$ cat config.mk
export PLATFORM = sky130hd
export DESIGN_NAME = ext_irq_and_vector_map
export DESIGN_NICKNAME = d
export VERILOG_FILES = /design/src/design/irq_pkg.sv /design/src/design/ext_irq_and_vector_map.sv /design/src/design/pin_sync.sv
export SDC_FILE = /design/constraint.sdc
export NUM_CORES = 1
export LEC_CHECK = 0
export ABC_AREA = 1
export BUFFER_PORTS_ARGS = -buffer_cell sky130_fd_sc_hd__buf_2
export CAP_MARGIN = 20
export CORE_ASPECT_RATIO = 1.1
export CORE_MARGIN = 5
export CORE_UTILIZATION = 50
export DETAILED_ROUTE_END_ITERATION = 7
export PLACE_DENSITY = 0.88
export SLEW_MARGIN = 40
export SYNTH_ARGS = -nofsm -noshare
export SYNTH_HDL_FRONTEND = slang
export SYNTH_HIERARCHICAL = 1
export SYNTH_SLANG_ARGS = --single-unit
$ cat constraint.sdc
create_clock -name clk -period 2.55 [get_ports clk]
set_clock_uncertainty 0.15 [all_clocks]
set_input_delay 0.255 -clock clk [delete_from_list [all_inputs] [get_ports clk]]
set_output_delay 0.255 -clock clk [all_outputs]
set_load 0.005 [all_outputs]
$ cat src/design/irq_pkg.sv
// Purpose: Shared constants and types for the external interrupt and vector block
// Assumes: 32-bit AXI4-Lite register access, one 100 MHz clock
// Notes: Vector addresses are word addresses into program memory
package irq_pkg;
	localparam int VEC_W = 16;
	localparam int NUM_SRC = 16;
	localparam logic [VEC_W-1:0] VEC_RESET = 16'h0000;
	localparam logic [VEC_W-1:0] VEC_EXT = 16'h0001;
	localparam logic [VEC_W-1:0] VEC_PC_LOW = 16'h0002;
	localparam logic [VEC_W-1:0] VEC_PC_HIGH = 16'h0003;
	localparam logic [VEC_W-1:0] VEC_WDT = 16'h0004;
	localparam logic [VEC_W-1:0] VEC_LAST = 16'h0010;
	// Register byte offsets
	localparam logic [7:0] OFS_MCU_CTRL = 8'h00;
	localparam logic [7:0] OFS_GLOBAL_MASK = 8'h04;
	localparam logic [7:0] OFS_FLAGS = 8'h08;
	localparam logic [7:0] OFS_PC_LOW_MASK = 8'h0c;
	localparam logic [7:0] OFS_PC_HIGH_MASK = 8'h10;
	localparam logic [7:0] OFS_STATUS = 8'h14;
	// Field positions
	localparam int SENSE_LO_BIT = 0;
	localparam int SENSE_HI_BIT = 1;
	localparam int EXT_BIT = 6;
	localparam int PCH_BIT = 5;
	localparam int PCL_BIT = 4;
	localparam int PC_LOW_W = 8;
	localparam int PC_HIGH_W = 4;
	localparam logic [1:0] RESP_OKAY = 2'b00;
	localparam logic [1:0] RESP_SLVERR = 2'b10;
	localparam logic [7:0] REG_RESET = 8'h00;
	typedef enum logic [1:0] {
		SENSE_LOW = 2'b00,
		SENSE_ANY = 2'b01,
		SENSE_FALL = 2'b10,
		SENSE_RISE = 2'b11
	} sense_t;
	typedef struct packed {
		logic valid;
		logic [VEC_W-1:0] addr;
	} vec_req_t;
	typedef struct packed {
		logic [NUM_SRC-1:0] periph;
	} periph_req_t;
endpackage

$ cat src/design/ext_irq_and_vector_map.sv
// Purpose: External pin and pin-change interrupt detection with vector map
// Assumes: One clock; sleep wake handled as level outputs to the power unit
// Notes: Registers over AXI4-Lite, 32-bit words, low byte used
//
// Summary of operation
// - Any reset source makes the core fetch from address 0x0000.
// - External interrupt pin request vectors to 0x0001.
// - Low pin-change group vectors to 0x0002, high group to 0x0003.
// - Watchdog at 0x0004, peripherals in order, serial overflow at 0x0010.
// - Pins configured as outputs still raise requests.
// - Any unmasked low-group pin toggle raises the low group request.
// - Any unmasked high-group pin toggle raises the high group request.
// - One mask register per group selects contributing pins.
// - Pin-change wake works without the I/O clock in any sleep mode.
// - External pin triggers on falling edge, rising edge or low level.
// - Low-level mode keeps requesting while the pin stays low.
// - Edge detection needs the I/O clock and halts with it.
// - Low-level wake works without the I/O clock.
// - Low level removed before start-up ends gives wake without interrupt.
// - Then execution resumes after the sleep, not at the handler.
// - Sense field: 00 low, 01 any change, 10 falling, 11 rising.
// - Flags set on trigger, cleared on handler entry or by writing one.
// - External flag reads zero while level sensing is selected.
// - Pin-change request needs both pin mask bit and group enable.
//
// Implementation choices: the AXI4-Lite slave port and the register offsets.
`timescale 1ns/100ps
module ext_irq_and_vector_map #(
	parameter int PC_LOW_N = 8,
	parameter int PC_HIGH_N = 4
) (
	// Clock and reset
	input wire logic clk,
	input wire logic sys_rst,
	// Pins, seen regardless of port direction
	input wire logic ext_irq_pin,
	input wire logic [PC_LOW_N-1:0] pin_change_low_group,
	input wire logic [PC_HIGH_N-1:0] pin_change_high_group,
	// Core and power unit
	input wire logic io_clk_run,
	input wire logic startup_done,
	input wire logic global_irq_en,
	input wire logic handler_ack,
	input wire irq_pkg::periph_req_t periph_req,
	output irq_pkg::vec_req_t vec_req,
	output logic wake_req,
	// AXI4-Lite slave
	input wire logic [7:0] s_awaddr,
	input wire logic s_awvalid,
	output logic s_awready,
	input wire logic [31:0] s_wdata,
	input wire logic [3:0] s_wstrb,
	input wire logic s_wvalid,
	output logic s_wready,
	output logic [1:0] s_bresp,
	output logic s_bvalid,
	input wire logic s_bready,
	input wire logic [7:0] s_araddr,
	input wire logic s_arvalid,
	output logic s_arready,
	output logic [31:0] s_rdata,
	output logic [1:0] s_rresp,
	output logic s_rvalid,
	input wire logic s_rready
);
	import irq_pkg::*;

	initial begin
		if (PC_LOW_N != PC_LOW_W || PC_HIGH_N != PC_HIGH_W)
			$error("pin group widths must match the register fields");
	end

	// ------------------------------------------------------------
	// Registers and pin synchronisers
	// ------------------------------------------------------------
	logic [1:0] sense_reg;
	logic ext_en_reg, pcl_en_reg, pch_en_reg;
	logic ext_flag_reg, pcl_flag_reg, pch_flag_reg;
	logic [PC_LOW_N-1:0] pc_low_mask_reg;
	logic [PC_HIGH_N-1:0] pc_high_mask_reg;
	logic ext_s, ext_prev_reg;
	logic [PC_LOW_N-1:0] pcl_s, pcl_prev_reg;
	logic [PC_HIGH_N-1:0] pch_s, pch_prev_reg;
	logic asleep_reg;

	pin_sync #(.WIDTH(1)) sync_ext (
		.clk(clk), .sys_rst(sys_rst),
		.async_in(ext_irq_pin), .sync_out(ext_s)
	);
	pin_sync #(.WIDTH(PC_LOW_N)) sync_low (
		.clk(clk), .sys_rst(sys_rst),
		.async_in(pin_change_low_group), .sync_out(pcl_s)
	);
	pin_sync #(.WIDTH(PC_HIGH_N)) sync_high (
		.clk(clk), .sys_rst(sys_rst),
		.async_in(pin_change_high_group), .sync_out(pch_s)
	);

	// ------------------------------------------------------------
	// Detection
	// ------------------------------------------------------------
	logic level_mode, ext_edge, ext_trig, pcl_trig, pch_trig;
	logic ext_level_req;
	assign level_mode = (sense_reg == SENSE_LOW);
	always_comb begin
		case (sense_t'(sense_reg))
			SENSE_ANY: ext_edge = ext_s ^ ext_prev_reg;
			SENSE_FALL: ext_edge = ext_prev_reg & ~ext_s;
			SENSE_RISE: ext_edge = ~ext_prev_reg & ext_s;
			default: ext_edge = 1'b0;
		endcase
	end
	// Edges only while the I/O clock runs
	assign ext_trig = ext_edge & io_clk_run & ~level_mode;
	// Masked toggles, pin direction not considered
	assign pcl_trig = |((pcl_s ^ pcl_prev_reg) & pc_low_mask_reg);
	assign pch_trig = |((pch_s ^ pch_prev_reg) & pc_high_mask_reg);
	// Level request lasts while low, held off until start-up finishes
	assign ext_level_req = level_mode & ~ext_s & ext_en_reg
		& ~asleep_reg;

	always_ff @(posedge clk or posedge sys_rst) begin
		if (sys_rst) begin
			ext_prev_reg <= 1'b1;
			pcl_prev_reg <= '1;
			pch_prev_reg <= '1;
		end else begin
			// Tracks the pin in sleep too, so no stale edge on resume
			ext_prev_reg <= ext_s;
			pcl_prev_reg <= pcl_s;
			pch_prev_reg <= pch_s;
		end
	end

	// Sleep tracking: wake request does not need the I/O clock
	always_ff @(posedge clk or posedge sys_rst) begin
		if (sys_rst)
			asleep_reg <= 1'b0;
		else if (!io_clk_run)
			asleep_reg <= 1'b1;
		else if (startup_done)
			asleep_reg <= 1'b0;
	end

	always_ff @(posedge clk or posedge sys_rst) begin
		if (sys_rst)
			wake_req <= 1'b0;
		else
			wake_req <= (pcl_trig & pcl_en_reg) | (pch_trig & pch_en_reg)
				| (level_mode & ~ext_s & ext_en_reg);
	end

	// ------------------------------------------------------------
	// AXI4-Lite slave
	// ------------------------------------------------------------
	logic [7:0] aw_addr_reg;
	logic aw_have_reg, w_have_reg;
	logic [31:0] w_data_reg;
	logic [3:0] w_strb_reg;
	logic wr_go;
	logic [7:0] wbyte;
	assign wr_go = aw_have_reg & w_have_reg & ~s_bvalid;
	assign wbyte = w_data_reg[7:0];

	always_ff @(posedge clk or posedge sys_rst) begin
		if (sys_rst) begin
			aw_have_reg <= 1'b0;
			w_have_reg <= 1'b0;
			aw_addr_reg <= 8'h00;
			w_data_reg <= 32'h0000_0000;
			w_strb_reg <= 4'h0;
			s_awready <= 1'b0;
			s_wready <= 1'b0;
			s_bvalid <= 1'b0;
			s_bresp <= RESP_OKAY;
		end else begin
			s_awready <= ~aw_have_reg & ~(s_awvalid & s_awready);
			s_wready <= ~w_have_reg & ~(s_wvalid & s_wready);
			if (s_awvalid && s_awready) begin
				aw_have_reg <= 1'b1;
				aw_addr_reg <= s_awaddr;
			end
			if (s_wvalid && s_wready) begin
				w_have_reg <= 1'b1;
				w_data_reg <= s_wdata;
				w_strb_reg <= s_wstrb;
			end
			if (wr_go) begin
				aw_have_reg <= 1'b0;
				w_have_reg <= 1'b0;
				s_bvalid <= 1'b1;
				case (aw_addr_reg)
					OFS_MCU_CTRL, OFS_GLOBAL_MASK, OFS_FLAGS,
					OFS_PC_LOW_MASK, OFS_PC_HIGH_MASK, OFS_STATUS:
						s_bresp <= RESP_OKAY;
					default: s_bresp <= RESP_SLVERR;
				endcase
			end else if (s_bvalid && s_bready)
				s_bvalid <= 1'b0;
		end
	end

	logic wr_low;
	assign wr_low = wr_go & w_strb_reg[0];

	always_ff @(posedge clk or posedge sys_rst) begin
		if (sys_rst) begin
			sense_reg <= SENSE_LOW;
			ext_en_reg <= 1'b0;
			pcl_en_reg <= 1'b0;
			pch_en_reg <= 1'b0;
			pc_low_mask_reg <= '0;
			pc_high_mask_reg <= '0;
		end else if (wr_low) begin
			case (aw_addr_reg)
				OFS_MCU_CTRL:
					sense_reg <= wbyte[SENSE_HI_BIT:SENSE_LO_BIT];
				OFS_GLOBAL_MASK: begin
					ext_en_reg <= wbyte[EXT_BIT];
					pch_en_reg <= wbyte[PCH_BIT];
					pcl_en_reg <= wbyte[PCL_BIT];
				end
				OFS_PC_LOW_MASK: pc_low_mask_reg <= wbyte[PC_LOW_N-1:0];
				OFS_PC_HIGH_MASK: pc_high_mask_reg <= wbyte[PC_HIGH_N-1:0];
				default: ;
			endcase
		end
	end

	// ------------------------------------------------------------
	// Flags: set wins over any clear
	// ------------------------------------------------------------
	logic flag_wr;
	logic [VEC_W-1:0] sel_vec;
	assign flag_wr = wr_low & (aw_addr_reg == OFS_FLAGS);
	logic ack_ext, ack_pcl, ack_pch;
	assign ack_ext = handler_ack & vec_req.valid & (vec_req.addr == VEC_EXT);
	assign ack_pcl = handler_ack & vec_req.valid
		& (vec_req.addr == VEC_PC_LOW);
	assign ack_pch = handler_ack & vec_req.valid
		& (vec_req.addr == VEC_PC_HIGH);

	always_ff @(posedge clk or posedge sys_rst) begin
		if (sys_rst) begin
			ext_flag_reg <= 1'b0;
			pcl_flag_reg <= 1'b0;
			pch_flag_reg <= 1'b0;
		end else begin
			if (ext_trig)
				ext_flag_reg <= 1'b1;
			else if (level_mode || ack_ext || (flag_wr && wbyte[EXT_BIT]))
				ext_flag_reg <= 1'b0;
			if (pcl_trig)
				pcl_flag_reg <= 1'b1;
			else if (ack_pcl || (flag_wr && wbyte[PCL_BIT]))
				pcl_flag_reg <= 1'b0;
			if (pch_trig)
				pch_flag_reg <= 1'b1;
			else if (ack_pch || (flag_wr && wbyte[PCH_BIT]))
				pch_flag_reg <= 1'b0;
		end
	end

	// ------------------------------------------------------------
	// Read channel
	// ------------------------------------------------------------
	logic [7:0] rd_byte;
	logic rd_ok;
	always_comb begin
		rd_byte = 8'h00;
		rd_ok = 1'b1;
		case (s_araddr)
			OFS_MCU_CTRL: rd_byte[SENSE_HI_BIT:SENSE_LO_BIT] = sense_reg;
			OFS_GLOBAL_MASK: begin
				rd_byte[EXT_BIT] = ext_en_reg;
				rd_byte[PCH_BIT] = pch_en_reg;
				rd_byte[PCL_BIT] = pcl_en_reg;
			end
			OFS_FLAGS: begin
				rd_byte[EXT_BIT] = ext_flag_reg & ~level_mode;
				rd_byte[PCH_BIT] = pch_flag_reg;
				rd_byte[PCL_BIT] = pcl_flag_reg;
			end
			OFS_PC_LOW_MASK: rd_byte[PC_LOW_N-1:0] = pc_low_mask_reg;
			OFS_PC_HIGH_MASK: rd_byte[PC_HIGH_N-1:0] = pc_high_mask_reg;
			OFS_STATUS: begin
				rd_byte[0] = ext_s;
				rd_byte[1] = asleep_reg;
				rd_byte[2] = wake_req;
			end
			default: rd_ok = 1'b0;
		endcase
	end

	always_ff @(posedge clk or posedge sys_rst) begin
		if (sys_rst) begin
			s_arready <= 1'b0;
			s_rvalid <= 1'b0;
			s_rdata <= 32'h0000_0000;
			s_rresp <= RESP_OKAY;
		end else begin
			s_arready <= ~s_rvalid & ~(s_arvalid & s_arready);
			if (s_arvalid && s_arready) begin
				s_rvalid <= 1'b1;
				s_rdata <= {24'h000000, rd_byte};
				s_rresp <= rd_ok ? RESP_OKAY : RESP_SLVERR;
			end else if (s_rvalid && s_rready)
				s_rvalid <= 1'b0;
		end
	end

	// ------------------------------------------------------------
	// Vector selection: lowest address first
	// ------------------------------------------------------------
	logic [NUM_SRC-1:0] pend;
	always_comb begin
		pend = periph_req.periph;
		pend[0] = (ext_flag_reg & ext_en_reg) | ext_level_req;
		pend[1] = pcl_flag_reg & pcl_en_reg;
		pend[2] = pch_flag_reg & pch_en_reg;
		sel_vec = VEC_RESET;
		for (int i = NUM_SRC - 1; i >= 0; i--) begin
			if (pend[i])
				sel_vec = VEC_EXT + VEC_W'(i);
		end
	end

	// Vector held off after reset; core starts at the reset vector
	always_ff @(posedge clk or posedge sys_rst) begin
		if (sys_rst) begin
			vec_req <= '{valid: 1'b0, addr: VEC_RESET};
		end else begin
			vec_req.valid <= global_irq_en & (|pend) & ~handler_ack;
			vec_req.addr <= (|pend) ? sel_vec : VEC_RESET;
		end
	end

	// ------------------------------------------------------------
	// Checks
	// ------------------------------------------------------------
	reset_vec_a: assert property (@(posedge clk) $fell(sys_rst)
		|-> vec_req.addr == VEC_RESET && !vec_req.valid)
		else $error("reset vector not zero");
	ext_vec_a: assert property (@(posedge clk) disable iff (sys_rst)
		(ext_flag_reg && ext_en_reg && global_irq_en && !handler_ack)
		|=> vec_req.valid && vec_req.addr == VEC_EXT)
		else $error("external request not vectored to one");
	pc_vec_a: assert property (@(posedge clk) disable iff (sys_rst)
		(pcl_flag_reg && pcl_en_reg && !pend[0])
		|=> vec_req.addr == VEC_PC_LOW)
		else $error("low group vector wrong");
	last_vec_a: assert property (@(posedge clk) disable iff (sys_rst)
		(pend == 16'h8000) |=> vec_req.addr == VEC_LAST)
		else $error("last peripheral vector wrong");
	pcl_set_a: assert property (@(posedge clk) disable iff (sys_rst)
		((pcl_s ^ pcl_prev_reg) & pc_low_mask_reg) != 0
		|=> pcl_flag_reg)
		else $error("unmasked low toggle missed");
	pch_mask_a: assert property (@(posedge clk) disable iff (sys_rst)
		(!pch_flag_reg && pc_high_mask_reg == 4'h0 && !flag_wr)
		|=> !pch_flag_reg)
		else $error("masked high group raised flag");
	level_hold_a: assert property (@(posedge clk) disable iff (sys_rst)
		(level_mode && !ext_s && ext_en_reg && !asleep_reg
		&& global_irq_en && !handler_ack) |=> vec_req.valid)
		else $error("level request not held");
	edge_stop_a: assert property (@(posedge clk) disable iff (sys_rst)
		(!io_clk_run && !ext_flag_reg) |=> !ext_flag_reg)
		else $error("edge seen without io clock");
	level_flag_a: assert property (@(posedge clk) disable iff (sys_rst)
		level_mode[*2] |-> !ext_flag_reg)
		else $error("flag set in level mode");
	sense_dec_a: assert property (@(posedge clk) disable iff (sys_rst)
		(sense_reg == SENSE_FALL && io_clk_run && ext_prev_reg && !ext_s)
		|=> ext_flag_reg)
		else $error("falling edge not flagged");
	wake_lvl_a: assert property (@(posedge clk) disable iff (sys_rst)
		(level_mode && !ext_s && ext_en_reg) |=> wake_req)
		else $error("level wake missed");
	early_rm_a: assert property (@(posedge clk) disable iff (sys_rst)
		(asleep_reg && !pend[0] && pend[2:1] == 2'b00
		&& periph_req.periph == 16'h0000) |=> !vec_req.valid)
		else $error("interrupt after early level removal");
	flag_clr_a: assert property (@(posedge clk) disable iff (sys_rst)
		(ack_pch && !pch_trig) |=> !pch_flag_reg)
		else $error("handler entry did not clear flag");
	grp_en_a: assert property (@(posedge clk) disable iff (sys_rst)
		!pcl_en_reg |-> !pend[1])
		else $error("group enable ignored");
endmodule // ext_irq_and_vector_map

$ cat src/design/pin_sync.sv
// Purpose: Two-stage synchroniser for a group of pins
// Assumes: Inputs are asynchronous to clk
// Notes: Stage one is read only by stage two
`timescale 1ns/100ps
module pin_sync #(
	parameter int WIDTH = 1
) (
	// Clock and reset
	input wire logic clk,
	input wire logic sys_rst,
	// Pins
	input wire logic [WIDTH-1:0] async_in,
	output logic [WIDTH-1:0] sync_out
);
	logic [WIDTH-1:0] stage_reg;

	always_ff @(posedge clk or posedge sys_rst) begin
		if (sys_rst) begin
			stage_reg <= '1;
			sync_out <= '1;
		end else begin
			stage_reg <= async_in;
			sync_out <= stage_reg;
		end
	end
endmodule // pin_sync

==> parameters.txt, run 1 <==
Parameter                              Value

Run status
  Outcome ... finished, final reports clean

Synthesis
  Post-Synthesis Cells ... 461
  Number of synthesized flops with an enable pin ... 0
  Count of warnings emitted by yosys ... 6
  Cell with the most instances after synthesis ... sky130_fd_sc_hd__nand2_1
  Fraction of the mapped netlist area in adder cells ... 0.5714%
  Area fraction in and, or, nand and nor cells after synthesis ... 16.57%
  Fraction of registers with async set/reset ... 100.0%
  Synth cell count leaders ... sky130_fd_sc_hd__nand2_1, sky130_fd_sc_hd__dfrtp_1, sky130_fd_sc_hd__inv_1
  Share of cell area taken by muxes after synthesis ... 0%
  #FFs+latches synth ... 101
  Parity-gate share of the synthesized area counting xor and xnor cells ... 0.6000%
  Largest family of logic cells by synthesized area ... simple AND/OR/NAND/NOR gates
  Mapped cell area ... 4379 um^2
  Yosys cell types ... 38
  Cells taking the most area after synthesis ... sky130_fd_sc_hd__dfrtp_1, sky130_fd_sc_hd__dfstp_2, sky130_fd_sc_hd__nand2_1
  Complex-gate fraction of the synthesized area ... 11.09%
  Fraction of synthesized cell area taken by the top area cell type ... 35.43%
  Largest area contributor in the synthesized netlist ... sky130_fd_sc_hd__dfrtp_1
  Dominant synthesized flop cell ... sky130_fd_sc_hd__dfrtp_1
  Part of the Yosys area used for sequential elements ... 58.83%
  Per-instance average area after synthesis ... 9.499 um^2

Clock network
  H-tree lvl count ... 3
  CTS Buffer Depth ... 2
  Root buffer selected by CTS ... sky130_fd_sc_hd__clkbuf_8
  Inserted Clock Buffers ... 9
  Clock net sink count ... 101
  Clock latency at the later pin of the worst-skew pair ... 0.35 ns
  CTS clk-pin slew, worst paths ... 0.09 ns
  Clock tree from TritonCTS ... done
  Number of gates resized after cts ... 0

Power
  Sequential Power Share ... 52.7%
  Total power draw ... 4.094 mW
  Net switching power ... 1.342 mW
  Worst vdd ir ... 551.6 uV
  Leakage component of the power ... 2.696 nW
  Clock share of power ... 25.1%
  Switching power as a share of total power ... 32.79%
  P per Cell Area ... 761.9 nW/um^2
  Combinational share of power ... 22.1%
  Cell internal pwr ... 2.752 mW

Route
  Residual DRC ... 0
  Count of nets left with antenna violations after detail routing ... 0
  Detail-routed net length per standard cell ... 12.87 um
  First-pass DRT Iterations ... 4
  Average via count per standard cell ... 4.838
  Routed WL ... 9076 um
  Drt first-iter violations ... 245
  Vias post-DR ... 3411

Floorplanning
  Overall die area ... 10730 um^2
  Overall die height ... 108.2 um
  Die X-Extent ... 99.23 um
  CORE AREA ... 8452 um^2
  Starting density of the core ... 51.81%
  Number of rows created at floorplan ... 35
  Ports placed on the boundary ... 151

Finish
  Total inserted antenna cells ... 0
  Filler cell count ... 669
  Area growth syn-to-layout ... 22.71%
  Total number of nets in the final design ... 683
  Layout cells sized above 1 ... 26.60%

Global routing
  Wire length of the first global-routing pass ... 15430 um
  Pin count of the biggest net entering global routing ... 54
  Antenna violations before repair ... 0
  Total congestion overflow after global routing ... 0
  Via count of the first global-routing pass ... 3402
  Tot GR Track Use ... 17.89%

Setup path
  Required time at the endpoint of the critical path ... 2.69 ns
  Startpoint type of the worst setup path ... flop
  Category of the critical setup timing path ... reg2reg
  Worst path arrival time ... 2.37 ns
  Critical path endpoint category ... flop
  Maximum fanout along the worst path ... 6

Worst hold path
  Worst hold path class ... in2reg

Placement
  Sum of net half-perimeters after detailed placement ... 6716 um
  I/O Buffers ... 83
  Final weighted congestion in routability-driven placement ... 0.8681

STA
  Number of setup violations in the final report ... 0
  Post-Route Setup TNS ... 0 ns
  Relative slew slack ... 62.86%
  Final critical delay including setup and external delays ... 2.226 ns
  Number of hold violations in the final report ... 0
  Final period util ... 87.30%
  Max Freq ... 449.2 MHz
  Pins Over Slew Limit ... 0
  Unrepaired setup endpoints after global routing ... false
  Measured slew at the worst slew-check pin ... 0.5564 ns

Job
  Number of max-cap violations ... 0
-- layout make-up --
class,count,area (um^2),share of cell area [%]
Clock buffer,9,123.9,2.305
Clock inverter,7,81.33,1.513
Inverter,63,236.5,4.400
Multi-Input combinational cell,292,1401,26.08
Sequential cell,101,2576,47.94
Tap cell,111,138.9,2.584
Timing Repair Buffer,122,815.8,15.18
-- worst max-delay path, cell delays in order, from the launching register on --
cell                            delay [ns]
sky130_fd_sc_hd__dfrtp_1              0.45
sky130_fd_sc_hd__nor2_1               0.19
sky130_fd_sc_hd__nand3_1              0.13
sky130_fd_sc_hd__o22ai_1              0.41
sky130_fd_sc_hd__o31ai_1              0.16
sky130_fd_sc_hd__nor2_1               0.12
sky130_fd_sc_hd__dlygate4sd3_1        0.55
-- layer usage --
metal  vias to the layer above  GRT usage (%)  routed length (um)
li1                       1664              -                   -
met1                      1604          22.35                3733
met2                       120          30.23                4505
met3                        23          3.161                 608
met4                         0          8.390                 229
met5                         -              0                   0
-- stage by stage --
step,hold slack (ns),setup slack [ns],utilization [%],std cells,instance area [um^2]
after global placement,0.1740,0.9191,56.65,651,4788
final,0.03279,0.3239,63.58,705,5374
after detailed placement,0.1872,0.8439,56.65,651,4788
after global routing,0.03454,0.2196,63.58,705,5374
after CTS,0.02090,0.4456,63.58,705,5374
after floorplan,0.01650,0.2565,-,497,4514
-- cells in the final DEF (no fill, tap or decap), types with 6 or more instances in the layout --
| cell | n |
|---|---|
| sky130_fd_sc_hd__o21ai_1 | 6 |
| sky130_fd_sc_hd__dfstp_2 | 39 |
| sky130_fd_sc_hd__o22ai_1 | 9 |
| sky130_fd_sc_hd__a21oi_1 | 15 |
| sky130_fd_sc_hd__inv_1 | 58 |
| sky130_fd_sc_hd__o21ai_2 | 7 |
| sky130_fd_sc_hd__clkbuf_8 | 9 |
| sky130_fd_sc_hd__nand3_1 | 11 |
| sky130_fd_sc_hd__dlygate4sd3_1 | 38 |
| sky130_fd_sc_hd__nand2_1 | 111 |
| sky130_fd_sc_hd__dfrtp_1 | 62 |
| sky130_fd_sc_hd__buf_2 | 83 |
| sky130_fd_sc_hd__o21ai_0 | 31 |
| sky130_fd_sc_hd__conb_1 | 37 |
| sky130_fd_sc_hd__nor2_1 | 27 |
-- logic make-up (layout without fill, tap and decap cells) --
| kind of cell | count (synthesis) | count (layout) |
|---|---|---|
| AO/OA/AOI/OAI | 82 | 82 |
| XOR/XNOR | 3 | 3 |
| adder cells (fa/ha/maj) | 2 | 2 |
| buffers and inverters | 104 | 201 |
| flip-flops | 101 | 101 |
| other | 1 | 37 |
| AND/OR/NAND/NOR | 168 | 168 |
-- power by group through the flow --
stage,Combinational [mW],Sequential (mW),Clock [mW]
final,0.906,2.16,1.03
after global placement,0.814,2.17,0
after CTS,0.907,2.16,1.05
after global routing,1.04,2.20,1.11
after floorplan,0.621,2.14,0
after detailed placement,0.859,2.19,0
-- path summary, 6_finish.rpt --
| path | to | start | slack (ns) | depth (start not counted) |
|---|---|---|---|---|
| max in group asynchronous | ext_prev_reg$_DFF_PP1_ | sys_rst | 1.21 | 4 |
| min | vec_req[1]$_DFF_PP0_ | periph_req[4] | 0.03 | 4 |
| min reg2reg | sync_low/sync_out[6]$_DFF_PP1_ | sync_low/stage_reg[6]$_DFF_PP1_ | 0.21 | 0 |
| min in group asynchronous | w_data_reg[2]$_DFFE_PP0P_ | sys_rst | 0.36 | 3 |
| max reg2reg | vec_req[16]$_DFF_PP0_ | sense_reg[0]$_DFFE_PP0P_ | 0.32 | 6 |
| max | vec_req[16]$_DFF_PP0_ | sense_reg[0]$_DFFE_PP0P_ | 0.32 | 6 |
-- what timing repair did --
item                      4_1_cts  5_1_grt
hold buffers                   38        0
buffers inserted                0        0
hold endpoints to repair       60        0
Power figures use the tool's default switching activity.
==> run 2: changes to the inputs <==
- ABC_AREA: 1 -> 0
==> run 2 against run 1 <==
Effect of this change:
- via count down 11%
- area after synthesis down 1.5%
- sequential share of layout area rose by 0.67 points
- register-to-register slack got worse by 0.10 ns
- first-iteration DRC count decreased by 51%
- core utilization fell by 0.55 points
==> parameters.txt, run 2 <==
Parameter                              Value

Run status
  Outcome ... finished, final reports clean (unchanged)

Floorplanning
  CORE AREA ... 8408 um^2 (was 8452 um^2)
  Overall die height ... 107.4 um (was 108.2 um)
  Starting density of the core ... 51.29% (was 51.81%)
  Die X-Extent ... 98.55 um (was 99.23 um)
  Number of rows created at floorplan ... 35 (unchanged)
  Overall die area ... 10580 um^2 (was 10730 um^2)
  Ports placed on the boundary ... 151 (unchanged)

Synthesis
  Post-Synthesis Cells ... 343 (was 461)
  Cells taking the most area after synthesis ... sky130_fd_sc_hd__dfrtp_1, sky130_fd_sc_hd__dfstp_2, sky130_fd_sc_hd__mux2_2 (was sky130_fd_sc_hd__dfrtp_1, sky130_fd_sc_hd__dfstp_2, sky130_fd_sc_hd__nand2_1)
  Mapped cell area ... 4313 um^2 (was 4379 um^2)
  Dominant synthesized flop cell ... sky130_fd_sc_hd__dfrtp_1 (unchanged)
  Cell with the most instances after synthesis ... sky130_fd_sc_hd__dfrtp_1 (was sky130_fd_sc_hd__nand2_1)
  Largest area contributor in the synthesized netlist ... sky130_fd_sc_hd__dfrtp_1 (unchanged)
  #FFs+latches synth ... 101 (unchanged)
  Complex-gate fraction of the synthesized area ... 8.297% (was 11.09%)
  Fraction of the mapped netlist area in adder cells ... 0.5802% (was 0.5714%)
  Count of warnings emitted by yosys ... 6 (unchanged)
  Number of synthesized flops with an enable pin ... 0 (unchanged)
  Parity-gate share of the synthesized area counting xor and xnor cells ... 2.437% (was 0.6000%)
  Per-instance average area after synthesis ... 12.57 um^2 (was 9.499 um^2)
  Largest family of logic cells by synthesized area ... multiplexers (was simple AND/OR/NAND/NOR gates)
  Area fraction in and, or, nand and nor cells after synthesis ... 9.196% (was 16.57%)
  Share of cell area taken by muxes after synthesis ... 10.82% (was 0%)
  Synth cell count leaders ... sky130_fd_sc_hd__dfrtp_1, sky130_fd_sc_hd__dfstp_2, sky130_fd_sc_hd__buf_4 (was sky130_fd_sc_hd__nand2_1, sky130_fd_sc_hd__dfrtp_1, sky130_fd_sc_hd__inv_1)
  Part of the Yosys area used for sequential elements ... 59.73% (was 58.83%)
  Fraction of registers with async set/reset ... 100.0% (unchanged)
  Yosys cell types ... 47 (was 38)
  Fraction of synthesized cell area taken by the top area cell type ... 35.97% (was 35.43%)

Placement
  I/O Buffers ... 83 (unchanged)
  Placement-stage worst setup slack ... 0.5636 ns (was 0.8439 ns)
  Number of placed instances, taps included ... 531 (was 651)
  Final weighted congestion in routability-driven placement ... 0.8166 (was 0.8681)
  Sum of net half-perimeters after detailed placement ... 6538 um (was 6716 um)

Setup path
  Launch instance of the worst register-to-register path ... sync_ext/sync_out$_DFF_PP1_ (was sense_reg[0]$_DFFE_PP0P_)
  Reg-to-reg setup timing slack ... 0.22 ns (was 0.32 ns)
  Worst path arrival time ... 2.43 ns (was 2.37 ns)
  Biggest cell delay along the critical path ... 0.61 ns (was 0.55 ns)
  Crit path max-delay family ... flip-flops (was compound AO/OA/AOI/OAI gates)
  Worst r2r path cells ... 6 (unchanged)
  Critical path launch point ... sync_ext/sync_out$_DFF_PP1_ (was sense_reg[0]$_DFFE_PP0P_)
  Required time at the endpoint of the critical path ... 2.65 ns (was 2.69 ns)
  Category of the critical setup timing path ... reg2reg (unchanged)
  Series of cell instances along the critical path ... nor4_1 > o21ai_0 > nand3_1 > nor3_1 > nor3b_1 > dlygate4sd3_1 (was nor2_1 > nand3_1 > o22ai_1 > o31ai_1 > nor2_1 > dlygate4sd3_1)
  Cell depth of the worst setup path ... 6 (unchanged)
  Endpoint of the worst-slack reg-to-reg timing path ... vec_req[16]$_DFF_PP0_ (unchanged)
  Slowest cell on the critical path ... sky130_fd_sc_hd__dfstp_2 (was sky130_fd_sc_hd__dlygate4sd3_1)
  Capturing element of the worst setup path ... vec_req[16]$_DFF_PP0_ (unchanged)
  WP buf/inv ... 1 (unchanged)
  Startpoint type of the worst setup path ... flop (unchanged)
  Critical path endpoint category ... flop (unchanged)
  Maximum fanout along the worst path ... 6 (unchanged)

STA
  Measured slew at the worst slew-check pin ... 0.6235 ns (was 0.5564 ns)
  Number of hold violations in the final report ... 0 (unchanged)
  Number of setup violations in the final report ... 0 (unchanged)
  Relative slew slack ... 58.05% (was 62.86%)
  Max Freq ... 429.0 MHz (was 449.2 MHz)
  Unrepaired setup endpoints after global routing ... false (unchanged)
  Final worst-path setup slack ... 0.2193 ns (was 0.3239 ns)
  Pins Over Slew Limit ... 0 (unchanged)
  Fin Hold WS ... 0.009033 ns (was 0.03279 ns)
  Post-Route Setup TNS ... 0 ns (unchanged)
  Final period util ... 91.40% (was 87.30%)
  Final critical delay including setup and external delays ... 2.331 ns (was 2.226 ns)

Route
  Residual DRC ... 0 (unchanged)
  First-pass DRT Iterations ... 4 (unchanged)
  Vias post-DR ... 3023 (was 3411)
  Count of nets left with antenna violations after detail routing ... 0 (unchanged)
  Drt first-iter violations ... 119 (was 245)
  Detail-routed net length per standard cell ... 15.82 um (was 12.87 um)
  Routed WL ... 9301 um (was 9076 um)
  Average via count per standard cell ... 5.141 (was 4.838)

Finish
  Area growth syn-to-layout ... 22.89% (was 22.71%)
  Layout cells sized above 1 ... 38.36% (was 26.60%)
  Final design utilization ... 63.04% (was 63.58%)
  Count of non-filler cells in the finished layout ... 588 (was 705)
  Total inserted antenna cells ... 0 (unchanged)
  Most frequent cells in the layout ... sky130_fd_sc_hd__buf_2, sky130_fd_sc_hd__dfrtp_1, sky130_fd_sc_hd__dlygate4sd3_1 (was sky130_fd_sc_hd__nand2_1, sky130_fd_sc_hd__buf_2, sky130_fd_sc_hd__dfrtp_1)
  Most common library cell in the layout ignoring fill and taps ... sky130_fd_sc_hd__buf_2 (was sky130_fd_sc_hd__nand2_1)
  Filler cell count ... 641 (was 669)
  Total number of nets in the final design ... 566 (was 683)

Clock network
  CTS clk-pin slew, worst paths ... 0.10 ns (was 0.09 ns)
  H-tree lvl count ... 3 (unchanged)
  Clock latency at the later pin of the worst-skew pair ... 0.36 ns (was 0.35 ns)
  Clock tree from TritonCTS ... done (unchanged)
  Clock net sink count ... 101 (unchanged)
  Inserted Clock Buffers ... 9 (unchanged)
  Root buffer selected by CTS ... sky130_fd_sc_hd__clkbuf_8 (unchanged)
  CTS Buffer Depth ... 2 (unchanged)
  Number of gates resized after cts ... 0 (unchanged)

Global routing
  Antenna violations before repair ... 1 (was 0)
  Pin count of the biggest net entering global routing ... 76 (was 54)
  Via count of the first global-routing pass ... 3107 (was 3402)
  Total congestion overflow after global routing ... 0 (unchanged)
  Wire length of the first global-routing pass ... 15230 um (was 15430 um)
  Tot GR Track Use ... 18.03% (was 17.89%)

Power
  P per Cell Area ... 735.2 nW/um^2 (was 761.9 nW/um^2)
  Worst vdd ir ... 538.0 uV (was 551.6 uV)
  Leakage component of the power ... 2.491 nW (was 2.696 nW)

Job
  Number of max-cap violations ... 0 (unchanged)

Worst hold path
  Worst hold path class ... in2reg (unchanged)
  Hold path startpoint ... s_bready (was periph_req[4])
[run 2: cell types whose count changed in the layout (fill, tap and decap cells not counted), sizes merged, moves of 10 or more]
cell   before  now
nand2     111   29
inv        65   17
mux2        0   37
o21ai      44   13
nor2       30   15
a22oi       0   11
xor2        2   12
[run 2: through the flow]
step / cell area, um^2 / power (mW)
after floorplan: 4448 / 2.642
after global placement: 4697 / 2.802
after detailed placement: 4697 / 2.875
after global routing: 5300 / 4.089
after CTS: 5300 / 3.888
final: 5300 / 3.897
[run 2: layout make-up]
class | instances | area, um^2 | area share (%)
repair buffers | 125 | 845.8 | 15.96
clock buffers | 11 | 152.6 | 2.880
clock inverters | 5 | 40.04 | 0.7554
well taps | 111 | 138.9 | 2.620
flip-flops and latches | 101 | 2576 | 48.61
inverters | 15 | 56.30 | 1.062
multi-input cells | 220 | 1490 | 28.12
[run 2: cells by family (layout without fill, tap and decap cells)]
kind of cell / Yosys count / after routing
other cells: 1 / 37
simple gates: 75 / 75
mux: 39 / 39
fa+ha+maj: 2 / 2
buf+inv: 58 / 156
compound gates: 55 / 55
xor+xnor: 12 / 12
flops: 101 / 101
[run 2: what timing repair did]
item / in CTS / in global routing
setup endpoints to repair: 0 / 0
endpoints found under the hold margin: 110 / 0
hold buffers: 41 / 0
setup buffers: 0 / 0
[run 2: power by group]
group          switching (mW)  internal, mW
Combinational           0.333         0.390
Sequential              0.275          1.91
Clock                   0.562         0.424
[run 2: how the worst min path moves through the flow]
stage,endpoint,cells after the start
after floorplan,sync_ext/stage_reg$_DFF_PP1_,1
after global placement,sync_ext/stage_reg$_DFF_PP1_,2
after detailed placement,sync_ext/stage_reg$_DFF_PP1_,2
after CTS,s_bvalid$_DFFE_PP0P_,3
after global routing,s_bvalid$_DFFE_PP0P_,3
final,s_bvalid$_DFFE_PP0P_,3
[run 2: per-layer routing]
layer	wire length, um	GRT usage [%]	share of wire, %	up-vias
li1	-	-	-	1377
met3	548	3.564	5.9	15
met2	4949	32.95	53	116
met1	3659	21.31	39	1513
met5	17	0	0.18	-
met4	127	5.561	1.4	2
[run 2: worst reg2reg max path, cell delays in order, from the launching register on]
cell,delay [ns]
sky130_fd_sc_hd__dfstp_2,0.61
sky130_fd_sc_hd__nor4_1,0.07
sky130_fd_sc_hd__o21ai_0,0.37
sky130_fd_sc_hd__nand3_1,0.19
sky130_fd_sc_hd__nor3_1,0.22
sky130_fd_sc_hd__nor3b_1,0.07
sky130_fd_sc_hd__dlygate4sd3_1,0.55
